`config.mk`:
```
export PLATFORM = sky130hd
export DESIGN_NAME = rtrc_top
export DESIGN_NICKNAME = d
export VERILOG_FILES = /design/src/include/rtrc_pkg.sv /design/src/hdl/rtrc_top.sv /design/src/hdl/rtrc_sync.sv
export VERILOG_INCLUDE_DIRS = /design/src /design/src/include
export SDC_FILE = /design/constraint.sdc
export NUM_CORES = 1
export LEC_CHECK = 0
export BUFFER_PORTS_ARGS = -buffer_cell sky130_fd_sc_hd__buf_2
export CORE_MARGIN = 1.5
export CORE_UTILIZATION = 40
export CTS_BUF_LIST = sky130_fd_sc_hd__clkbuf_2 sky130_fd_sc_hd__clkbuf_4 sky130_fd_sc_hd__clkbuf_8
export CTS_CLUSTER_DIAMETER = 40
export CTS_CLUSTER_SIZE = 14
export DETAILED_ROUTE_END_ITERATION = 6
export PLACE_DENSITY = 0.85
export SLEW_MARGIN = 15
export SYNTH_ARGS = -nofsm -noshare
export SYNTH_HDL_FRONTEND = slang
export SYNTH_SLANG_ARGS = --single-unit
```
`constraint.sdc`:
```
create_clock -name ref_clk -period 1.8 [get_ports ref_clk]
set_input_delay 0.27 -clock ref_clk [delete_from_list [all_inputs] [get_ports ref_clk]]
set_output_delay 0.27 -clock ref_clk [all_outputs]
set_load 0.005 [all_outputs]
```
`src/include/rtrc_cfg.svh`:
```
// Offsets, field positions, reset values and codes of the reference/regulator control block
`ifndef RTRC_CFG_SVH
`define RTRC_CFG_SVH

// ****************************************************************
// Register offsets
// ****************************************************************
`define RTRC_OFF_REF_CTL    4'h0
`define RTRC_OFF_REG_CTL    4'h1

// ****************************************************************
// Field positions
// ****************************************************************
`define RTRC_BIT_REF_EN     7
`define RTRC_BIT_REF_RDY    6
`define RTRC_BIT_TS_EN      5
`define RTRC_BIT_TS_RNG     4
`define RTRC_BIT_GAIN_HI    1
`define RTRC_BIT_GAIN_LO    0
`define RTRC_BIT_SLP_PM     1
`define RTRC_BIT_RSVD       0

// ****************************************************************
// Reset values
// ****************************************************************
`define RTRC_RST_REF_EN     1'b0
`define RTRC_RST_TS_EN      1'b0
`define RTRC_RST_TS_RNG     1'b0
`define RTRC_RST_GAIN       2'h0
`define RTRC_RST_SLP_PM     1'b0
`define RTRC_RST_RSVD       1'b1

// ****************************************************************
// Codes
// ****************************************************************
`define RTRC_GAIN_OFF       2'h0
`define RTRC_GAIN_X1        2'h1
`define RTRC_GAIN_X2        2'h2
`define RTRC_GAIN_X4        2'h3
`define RTRC_TEMP_CHAN      3'h5

// ****************************************************************
// Timing counts
// ****************************************************************
// Sensor settle time before a conversion, 200 us at 25 ns per cycle
`define RTRC_TEMP_SETTLE_CYC 8000

`endif

```
`src/include/rtrc_pkg.sv`:
```
// Types shared by the reference/regulator control block
package rtrc_pkg;

   // ****************************************************************
   // Regulator power modes
   // ****************************************************************
   typedef enum logic [1:0]
   {
      RTRC_MODE_HIGH,
      RTRC_MODE_LOW,
      RTRC_MODE_PSAVE
   } rtrc_mode_e;

   typedef logic [7:0] rtrc_byte_t;
   typedef logic [3:0] rtrc_addr_t;

endpackage

```
`src/hdl/rtrc_top.sv`:
```
// Reference, temperature indicator and regulator mode control block
//
// Behaviour
// - Reference enable at bit 7, read-write, turns reference on or off, resets 0.
// - Read-only ready flag at bit 6, set only while reference output is usable.
// - Temperature sensor enable at bit 5, read-write, resets 0, off draws no current.
// - Range select at bit 4, resets 0; 1 high range, 0 low range.
// - Gain field: 11 four, 10 two, 01 one, 00 converter reference off; resets 00.
// - Bits 3 and 2 of reference control read zero and ignore writes.
// - Sleep mode select bit 1, resets 0; 1 power-save, 0 low-power in sleep.
// - Awake: high mode for external clock or fast oscillator, low for slow oscillator.
// - Sleep power-save forced low by brownout, fast peripheral clock, self-write or conversion.
// - Sensor output reaches one dedicated converter channel only.
// - After enable, ready stays low until reference circuits settle.
`timescale 1ns/1ps
`default_nettype none

`include "rtrc_cfg.svh"

module rtrc_top
(
   // Clock and reset
   input  wire logic                  ref_clk,
   input  wire logic                  rst_n,
   // Register port
   input  wire rtrc_pkg::rtrc_addr_t  reg_addr,
   input  wire rtrc_pkg::rtrc_byte_t  reg_wdata,
   input  wire logic                  reg_wr,
   input  wire logic                  reg_rd,
   output rtrc_pkg::rtrc_byte_t       reg_rdata,
   // Analog reference and sensor
   input  wire logic                  ref_settled,
   output logic                       reference_enable,
   output logic                       temp_sensor_enable,
   output logic                       temp_range_select,
   output logic [1:0]                 converter_ref_gain_select,
   output logic                       converter_ref_on,
   // Converter channel routing
   input  wire logic [2:0]            adc_channel_sel,
   output logic                       temp_channel_connect,
   // Regulator mode inputs
   input  wire logic                  sleep_active,
   input  wire logic                  external_clock_mode,
   input  wire logic                  internal_osc_slow,
   input  wire logic                  brownout_reset_enabled,
   input  wire logic                  fast_osc_peripheral,
   input  wire logic                  self_write_active,
   input  wire logic                  adc_converting,
   // Regulator mode output
   output rtrc_pkg::rtrc_mode_e       regulator_mode
);
   import rtrc_pkg::*;

   // ****************************************************************
   // State
   // ****************************************************************
   typedef struct packed
   {
      logic       ref_en;
      logic       ready;
      logic       ts_en;
      logic       ts_rng;
      logic [1:0] gain;
      logic       slp_pm;
      logic       rsvd;
      logic       chan_conn;
      rtrc_byte_t rdata;
      rtrc_mode_e mode;
   } rtrc_state_s;

   rtrc_state_s state_q;
   rtrc_state_s state_d;
   logic        settled_sync;
   logic        wr_ref;
   logic        wr_reg;
   rtrc_byte_t  ref_view;
   rtrc_byte_t  reg_view;

   // ****************************************************************
   // Ready input crossing
   // ****************************************************************
   // Analog settle level is not clock-related, so it is synchronised
   rtrc_sync u_sync
   (
      .ref_clk  (ref_clk),
      .rst_n    (rst_n),
      .async_in (ref_settled),
      .sync_out (settled_sync)
   );

   // ****************************************************************
   // Decode and read views
   // ****************************************************************
   // Write selects
   assign wr_ref = reg_wr && (reg_addr == `RTRC_OFF_REF_CTL);
   assign wr_reg = reg_wr && (reg_addr == `RTRC_OFF_REG_CTL);

   // Register images; unimplemented bits stay zero
   always_comb
   begin
      ref_view                   = 8'h00;
      ref_view[`RTRC_BIT_REF_EN] = state_q.ref_en;
      ref_view[`RTRC_BIT_REF_RDY] = state_q.ready;
      ref_view[`RTRC_BIT_TS_EN]  = state_q.ts_en;
      ref_view[`RTRC_BIT_TS_RNG] = state_q.ts_rng;
      ref_view[`RTRC_BIT_GAIN_HI:`RTRC_BIT_GAIN_LO] = state_q.gain;
      reg_view                   = 8'h00;
      reg_view[`RTRC_BIT_SLP_PM] = state_q.slp_pm;
      reg_view[`RTRC_BIT_RSVD]   = state_q.rsvd;
   end

   // ****************************************************************
   // Next state
   // ****************************************************************
   always_comb
   begin
      state_d = state_q;
      // Control writes; bits 3:2 are never stored
      if (wr_ref)
      begin
         state_d.ref_en = reg_wdata[`RTRC_BIT_REF_EN];
         state_d.ts_en  = reg_wdata[`RTRC_BIT_TS_EN];
         state_d.ts_rng = reg_wdata[`RTRC_BIT_TS_RNG];
         state_d.gain   = reg_wdata[`RTRC_BIT_GAIN_HI:`RTRC_BIT_GAIN_LO];
      end
      if (wr_reg)
      begin
         state_d.slp_pm = reg_wdata[`RTRC_BIT_SLP_PM];
         state_d.rsvd   = reg_wdata[`RTRC_BIT_RSVD];
      end
      // Ready drops in the same edge that disable is written
      state_d.ready = state_d.ref_en && settled_sync;
      // Sensor routed only on its own channel and only when enabled
      state_d.chan_conn = state_q.ts_en && (adc_channel_sel == `RTRC_TEMP_CHAN);
      // Read data stand one cycle only
      if (reg_rd)
      begin
         case (reg_addr)
            `RTRC_OFF_REF_CTL: state_d.rdata = ref_view;
            `RTRC_OFF_REG_CTL: state_d.rdata = reg_view;
            default:           state_d.rdata = 8'h00;
         endcase
      end
      else
      begin
         state_d.rdata = 8'h00;
      end
      // Regulator mode selection
      if (!sleep_active)
      begin
         state_d.mode = (internal_osc_slow && !external_clock_mode) ? RTRC_MODE_LOW
                                                                      : RTRC_MODE_HIGH;
      end
      else if (state_q.slp_pm && !(brownout_reset_enabled || fast_osc_peripheral ||
                                    self_write_active || adc_converting))
      begin
         state_d.mode = RTRC_MODE_PSAVE;
      end
      else
      begin
         state_d.mode = RTRC_MODE_LOW;
      end
   end

   // ****************************************************************
   // State register
   // ****************************************************************
   always_ff @(posedge ref_clk or negedge rst_n)
   begin
      if (!rst_n)
      begin
         state_q.ref_en    <= `RTRC_RST_REF_EN;
         state_q.ready     <= 1'b0;
         state_q.ts_en     <= `RTRC_RST_TS_EN;
         state_q.ts_rng    <= `RTRC_RST_TS_RNG;
         state_q.gain      <= `RTRC_RST_GAIN;
         state_q.slp_pm    <= `RTRC_RST_SLP_PM;
         state_q.rsvd      <= `RTRC_RST_RSVD;
         state_q.chan_conn <= 1'b0;
         state_q.rdata     <= 8'h00;
         state_q.mode      <= RTRC_MODE_HIGH;
      end
      else
      begin
         state_q <= state_d;
      end
   end

   // ****************************************************************
   // Outputs
   // ****************************************************************
   // All data outputs but converter_ref_on come straight from the state register
   assign reg_rdata                 = state_q.rdata;
   assign reference_enable          = state_q.ref_en;
   assign temp_sensor_enable        = state_q.ts_en;
   assign temp_range_select         = state_q.ts_rng;
   assign converter_ref_gain_select = state_q.gain;
   // Buffer powered only for a nonzero gain code
   assign converter_ref_on          = (state_q.gain != `RTRC_GAIN_OFF);
   assign temp_channel_connect      = state_q.chan_conn;
   assign regulator_mode            = state_q.mode;
endmodule

`default_nettype wire

```
`src/hdl/rtrc_sync.sv`:
```
// Two-stage level synchroniser
`timescale 1ns/1ps
`default_nettype none

module rtrc_sync
(
   // Clock and reset
   input  wire logic ref_clk,
   input  wire logic rst_n,
   // Level in and out
   input  wire logic async_in,
   output logic      sync_out
);

   typedef struct packed
   {
      logic meta;
      logic stable;
   } rtrc_sync_s;

   rtrc_sync_s state_q;
   rtrc_sync_s state_d;

   // Second stage reads only the first
   always_comb
   begin
      state_d.meta   = async_in;
      state_d.stable = state_q.meta;
   end

   // State register
   always_ff @(posedge ref_clk or negedge rst_n)
   begin
      if (!rst_n)
      begin
         state_q <= '0;
      end
      else
      begin
         state_q <= state_d;
      end
   end

   assign sync_out = state_q.stable;

endmodule

`default_nettype wire

```
==> flow_summary_export.csv, run 1 <==
group,metric,value,unit
detailed_routing,dr.pass1.iters,2,
sta,min_period_over_period,77.7,%
synthesis,yosysTopAreaCell,"dfrtp_1",
detailed_routing,num_vias,538,
die,dieArea,2200,µm²
power_and_ir_drop,seqPwrFrac,59.1,%
worst_setup_path,cp_max_fo,4,
detailed_routing,routed_wl,1230,µm
placed_design,postPlaceCellArea,966,µm²
cts,clockRootBuffer,"clkbuf_4",
synthesis,synthFlopType,"dfrtp_1",
worst_setup_path,r2r_cells,2,
cells_and_area,area_growth,30.2,%
cts,cts.clk_slew.worst_paths,0.10,ns
sta,skew,0.00192,ns
cells_and_area,postLayoutCoreUtil,56.9,%
cells_and_area,stdcell_area,1000,µm²
flow_run,cap_viol_max_count,0,
cts,clock-sinks,19,
detailed_routing,detail-route-antenna-nets,0,
cts,cts_made_buffers,3,
sta,finalSetupTns,0,ns
sta,min_period,1.40,ns
synthesis,yosysSeqAreaShare,61.9,%
synthesis,syn_inst,54,
global_routing,grt_max_degree,20,
worst_setup_path,required,1.53,ns
placed_design,dp_cells,114,
status,status,"finished, final reports clean",
placed_design,io_buffer_count,38,
cts,cts_max_level,1,
sta,timing.fmax,715,MHz
cells_and_area,drive_above_1_share,57.4,%
sta,whs,0.0862,ns
sta,setup_ws,0.401,ns
sta,slew_headroom,66.8,%
worst_setup_path,critPathLaunchType,"flop",
die,die_w,46.9,µm
sta,hold_viol,0,
power_and_ir_drop,netSwitchingFraction,24.0,%
global_routing,antenna_found_initial,0,
synthesis,synthesis.area,771,µm²
synthesis,synth_area_leaders,"dfrtp_1 58%, mux2_2 7.3%, mux2i_1 3.9%, buf_4 3.9%, mux2_4 3.9%",
cts,insertion_delay,0.28,ns
worst_setup_path,worstPathArrival,1.13,ns
detailed_routing,viasPerCell,4.52,
sta,worstMarginPinSlew,0.494,ns
power_and_ir_drop,finalPower,860,µW
cts,post_cts_buffers,0,
cts,cts_tree,"done",
worst_setup_path,crit_start,"converter_ref_gain_select[1]$_DFFE_PN0N_",
cells_and_area,fin_nets,122,
die,die_h,46.9,µm
die,ioPinCount,44,
die,initial_core_util,43.7,%
sta,slew_viol_final,0,
synthesis,ys_seq_elements,19,
global_routing,overflow,0,
power_and_ir_drop,power_density,857,nW/µm²
cts,cts_hold_buf,1,
worst_setup_path,path_class,"reg2out",
detailed_routing,drc,0,
synthesis,synth_edf_count,0,
synthesis,syn_avg_cell_area,14.3,µm²
power_and_ir_drop,total_leakage_power,0.540,nW
synthesis,ys_warn_count,0,
detailed_routing,drtIter0Drc,1,
global_routing,grt_pass1_wl,1870,µm
cts,cts_resized,0,
power_and_ir_drop,p_int,653,µW
sta,setup_violations,0,
synthesis,yosysUniqueCellTypes,19,
power_and_ir_drop,pwr-share-comb,17.6,%
sta,rsz0062_at_grt,"false",
worst_setup_path,endpoint_kind,"output port",
placed_design,gp_congestion,0.679,
die,num_rows,15,
synthesis,synth.top_cell.area_share,58.4,%
power_and_ir_drop,ir_drop,0.563,mV
worst_hold_path,hold_depth,1,
cts,clk_path_buf_depth,2,
worst_setup_path,worstReg2RegStart,"reg_view[1]$_DFFE_PN0P_",
detailed_routing,wl_per_cell,10.4,µm
die,fp.coreArea,1760,µm²
power_and_ir_drop,p_clk_share,23.3,%
synthesis,async_flop_share,100,%
placed_design,dp_slack,0.285,ns
cells_and_area,diodes,0,
worst_hold_path,hp-class,"in2reg",
cells_and_area,fin_cells,119,
global_routing,grt_pass1_vias,473,
power_and_ir_drop,switchingPower,207,µW
worst_hold_path,hp-start,"ref_settled",
global_routing,grt.total_usage,12.5,%
worst max-delay path, stage by stage, from the launching register on:
cell,delay [ns]
dfrtp_1,0.42
or2_2,0.30
buf_2,0.12
layout make-up:
| type | count | area (µm²) |
|---|---|---|
| repair buffers | 39 | 200 |
| fillers | 174 | 761 |
| well taps | 25 | 31.3 |
| flip-flops and latches | 19 | 477 |
| multi-input cells | 31 | 264 |
| clock buffers | 3 | 22.5 |
| clock inverters | 1 | 5.00 |
| inverters | 1 | 3.75 |
power by group through the flow:
| stage | Combinational (mW) | Clock (mW) | Sequential [mW] |
|---|---|---|---|
| after floorplan | 0.0877 | 0 | 0.512 |
| after global placement | 0.147 | 0 | 0.515 |
| after detailed placement | 0.152 | 0 | 0.517 |
| after CTS | 0.154 | 0.209 | 0.509 |
| after global routing | 0.167 | 0.227 | 0.517 |
| final | 0.152 | 0.200 | 0.508 |
state kept, by name, indices dropped and copies added, names as in the netlist, 2 cells and up:
signal	count
reg_view	2
converter_ref_gain_select	2
reg_rdata	6
regulator_mode	2
metal layers:
layer / vias to the layer above / track usage (%) / wire length (µm)
met1: 255 / 13.1 / 492
li1: 258 / - / -
met3: 0 / 5.77 / 97
met5: - / 0 / 0
met2: 25 / 22.5 / 643
met4: 0 / 3.33 / 0
cell families (layout without fill, tap and decap cells):
group	Yosys count	in the layout	share of synthesized area (%)
AND/OR/NAND/NOR	18	18	17.5
AO/OA/AOI/OAI	1	1	0.649
other	1	2	0.487
multiplexers	10	10	15.1
flip-flops	19	19	61.9
buffers and inverters	5	44	4.38
cells in the mapped netlist (all sizes together), types with 2 or more instances:
cell and count:
and2 4, buf 4, dfrtp 18, mux2 7
mux2i 3, nand2 2, nor2 4, or4b 3
cell usage in the layout (no fill, tap or decap), types with 3 or more instances in the layout:
master    count
mux2_2        5
buf_2        38
mux2i_1       3
and2_1        4
nor2_1        4
dfrtp_1      18
clkbuf_4      3
final timing paths:
kind	to	slack, ns
max	converter_ref_on	0.40
min	u_sync.state_d[0]$_DFF_PN0_	0.09
max reg2reg	regulator_mode[0]$_DFF_PN0_	0.92
min reg2reg	u_sync.sync_out$_DFF_PN0_	0.38
max in group asynchronous	reg_view[0]$_DFFE_PN1P_	1.04
min in group asynchronous	reg_rdata[5]$_DFF_PN0_	0.44
Note: power is estimated with default switching activity, not from simulation.
==> run 2: changes to the inputs <==
ABC_AREA = 1   (was not set)
clock period = 1.3 ns   (was 1.8 ns; I/O delays follow)
==> flow_summary_export.csv, run 2 <==
group,metric,value,unit
synthesis,synth_simple_gate_area_share,18.2,%
cts,clock-sinks,19,
synthesis,synth_top_family_by_area,"simple AND/OR/NAND/NOR gates",
sta,finalSetupTns,0,ns
sta,slew_viol_final,0,
cells_and_area,largest_reg_flops,6,
synthesis,yosysMostFrequentCell,"dfrtp_1",
synthesis,ys_seq_elements,19,
worst_setup_path,r2r-end,"reg_rdata[0]$_DFF_PN0_",
synthesis,yosysSeqAreaShare,62.6,%
flow_run,cap_viol_max_count,0,
worst_setup_path,path_class,"reg2out",
worst_setup_path,endpoint_kind,"output port",
global_routing,grt_pass1_wl,2100,µm
global_routing,grt_pass1_vias,554,
synthesis,synth-xor-area-share,0,%
synthesis,muxShareOfSynthArea,0,%
cells_and_area,final_cell_mix,"38 x buf_2, 18 x dfrtp_1, 17 x inv_1",
synthesis,synthAdderAreaFrac,0,%
global_routing,grt_max_degree,20,
detailed_routing,routed_wl,1410,µm
cts,cts_hold_buf,2,
synthesis,syn_avg_cell_area,9.52,µm²
synthesis,syn_inst,80,
detailed_routing,wl_per_cell,9.68,µm
worst_setup_path,worstReg2RegStart,"reg_view[0]$_DFFE_PN1P_",
cells_and_area,layout_commonest_cell,"buf_2",
die,die_w,46.6,µm
sta,min_period_over_period,87.3,%
synthesis,ys_top_cells_by_count,"18 x dfrtp_1, 17 x inv_1, 13 x nand2_1",
worst_setup_path,required,1.11,ns
synthesis,async_flop_share,100,%
cts,cts_made_buffers,3,
placed_design,hpwl,1140,µm
cells_and_area,fin_nets,149,
power_and_ir_drop,total_leakage_power,0.588,nW
die,dieArea,2180,µm²
die,initial_core_util,43.2,%
cells_and_area,area_growth,32.2,%
synthesis,yosysTopAreaCell,"dfrtp_1",
synthesis,synth_compound_gate_area_share,6.40,%
sta,min_period,1.14,ns
synthesis,yosysUniqueCellTypes,15,
detailed_routing,drtIter0Drc,5,
die,die_h,46.6,µm
synthesis,synthesis.area,762,µm²
sta,setup_ws,0.165,ns
sta,setup_violations,0,
cts,cts_max_level,1,
sta,skew,0.00327,ns
cts,cts.clk_slew.worst_paths,0.09,ns
sta,hold_viol,0,
worst_setup_path,regToRegSetupSlack,0.49,ns
worst_hold_path,hp-class,"in2reg",
cts,cts_resized,0,
worst_setup_path,cp_max_fo,3,
detailed_routing,viasPerCell,4.32,
worst_setup_path,critPathLaunchType,"flop",
detailed_routing,detail-route-antenna-nets,0,
worst_hold_path,hold_depth,2,
worst_hold_path,hp-start,"adc_channel_sel[1]",
cells_and_area,postLayoutCoreUtil,57.1,%
worst_hold_path,hold_end,"temp_channel_connect$_DFF_PN0_",
placed_design,io_buffer_count,38,
detailed_routing,num_vias,631,
die,num_rows,15,
power_and_ir_drop,power_density,1190,nW/µm²
die,ioPinCount,44,
worst_setup_path,r2r_cells,2,
die,fp.coreArea,1760,µm²
worst_setup_path,worstPathArrival,0.94,ns
cts,cts_tree,"done",
cells_and_area,diodes,0,
synthesis,synthFlopType,"dfrtp_1",
cells_and_area,drive_above_1_share,38.0,%
placed_design,gp_congestion,0.726,
global_routing,antenna_found_initial,0,
cts,clk_path_buf_depth,2,
synthesis,synth.top_cell.area_share,59.1,%
cts,post_cts_buffers,0,
synthesis,ys_warn_count,0,
global_routing,grt.total_usage,14.2,%
synthesis,synth_area_leaders,"dfrtp_1 59%, inv_1 8.4%, nand2_1 6.4%, o21ai_0 3.9%, buf_4 3.9%",
synthesis,synth_edf_count,0,
power_and_ir_drop,ir_drop,0.608,mV
global_routing,overflow,0,
detailed_routing,drc,0,
status,status,"finished, final reports clean",
sta,timing.fmax,881,MHz
detailed_routing,dr.pass1.iters,4,
sta,rsz0062_at_grt,"false",
cells_and_area,filler_cell_count,171,
cts,insertion_delay,0.29,ns
placed_design,dp_slack,0.294,ns
cts,clockRootBuffer,"clkbuf_4",
==> run 2: cell count changes in the layout (fill, tap and decap cells not counted), sizes merged, moves of 2 or more <==
cell,delta
nand3,+4
inv,+16
nand4,+2
mux2i,-3
nor2,+6
o21ai,+6
nand2,+11
or4b,-3
mux2,-7
and2,-4
o22ai,+3
==> run 2: critical path: stages, from the launching register on <==
cell and delay, ns:
dfrtp_1 0.40, inv_1 0.08, nand2_1 0.05, buf_2 0.12
==> run 2: cell families after synthesis <==
| logic type | after synthesis |
|---|---|
| simple gates | 30 |
| buf+inv | 21 |
| flops | 19 |
| compound gates | 9 |
| other cells | 1 |
==> run 2: final cells by class <==
cell class | count | area [µm²] | share of cell area (%)
inverters | 17 | 63.8 | 6.34
repair buffers | 40 | 210 | 20.9
multi-input cells | 41 | 195 | 19.4
flip-flops and latches | 19 | 477 | 47.3
clock buffers | 4 | 30.0 | 2.98
well taps | 25 | 31.3 | 3.11
==> run 2: worst max path at each step <==
stage | depth (start not counted) | startpoint | endpoint
final | 3 | converter_ref_gain_select[0]$_DFFE_PN0N_ | converter_ref_on
after global routing | 3 | converter_ref_gain_select[0]$_DFFE_PN0N_ | converter_ref_on
after CTS | 3 | converter_ref_gain_select[0]$_DFFE_PN0N_ | converter_ref_on
after detailed placement | 6 | reg_addr[1] | temp_range_select$_DFFE_PN0N_
after global placement | 5 | reg_addr[1] | temp_sensor_enable$_DFFE_PN0N_
after floorplan | 2 | reg_view[0]$_DFFE_PN1P_ | reg_rdata[0]$_DFF_PN0_
==> run 2: routing by layer <==
metal  global-route usage (%)  part of all wire [%]
met1                     14.1                    39
met2                     25.0                    53
met3                     4.71                   7.1
met4                     8.89                  0.85
met5                        0                     0
==> run 2: through the flow <==
| stage | cell area (µm²) | total power, mW | hold slack [ns] | instances |
|---|---|---|---|---|
| 2_1_floorplan | 766 | 0.808 | -0.101 | 81 |
| 3_3_place_gp | 957 | 0.893 | 0.140 | 140 |
| 3_5_place_dp | 957 | 0.904 | 0.150 | 140 |
| 4_1_cts | 1010 | 1.22 | 0.0413 | 146 |
| 5_1_grt | 1010 | 1.28 | 0.0351 | 146 |
| 6_report | 1010 | 1.20 | 0.0546 | 146 |
==> run 2: where the power goes <==
part / internal, mW / switching, mW / total [mW]
combinational: 0.0974 / 0.112 / 0.209
clock: 0.140 / 0.163 / 0.303
sequential: 0.655 / 0.0293 / 0.684
total: 0.893 / 0.304 / 1.20
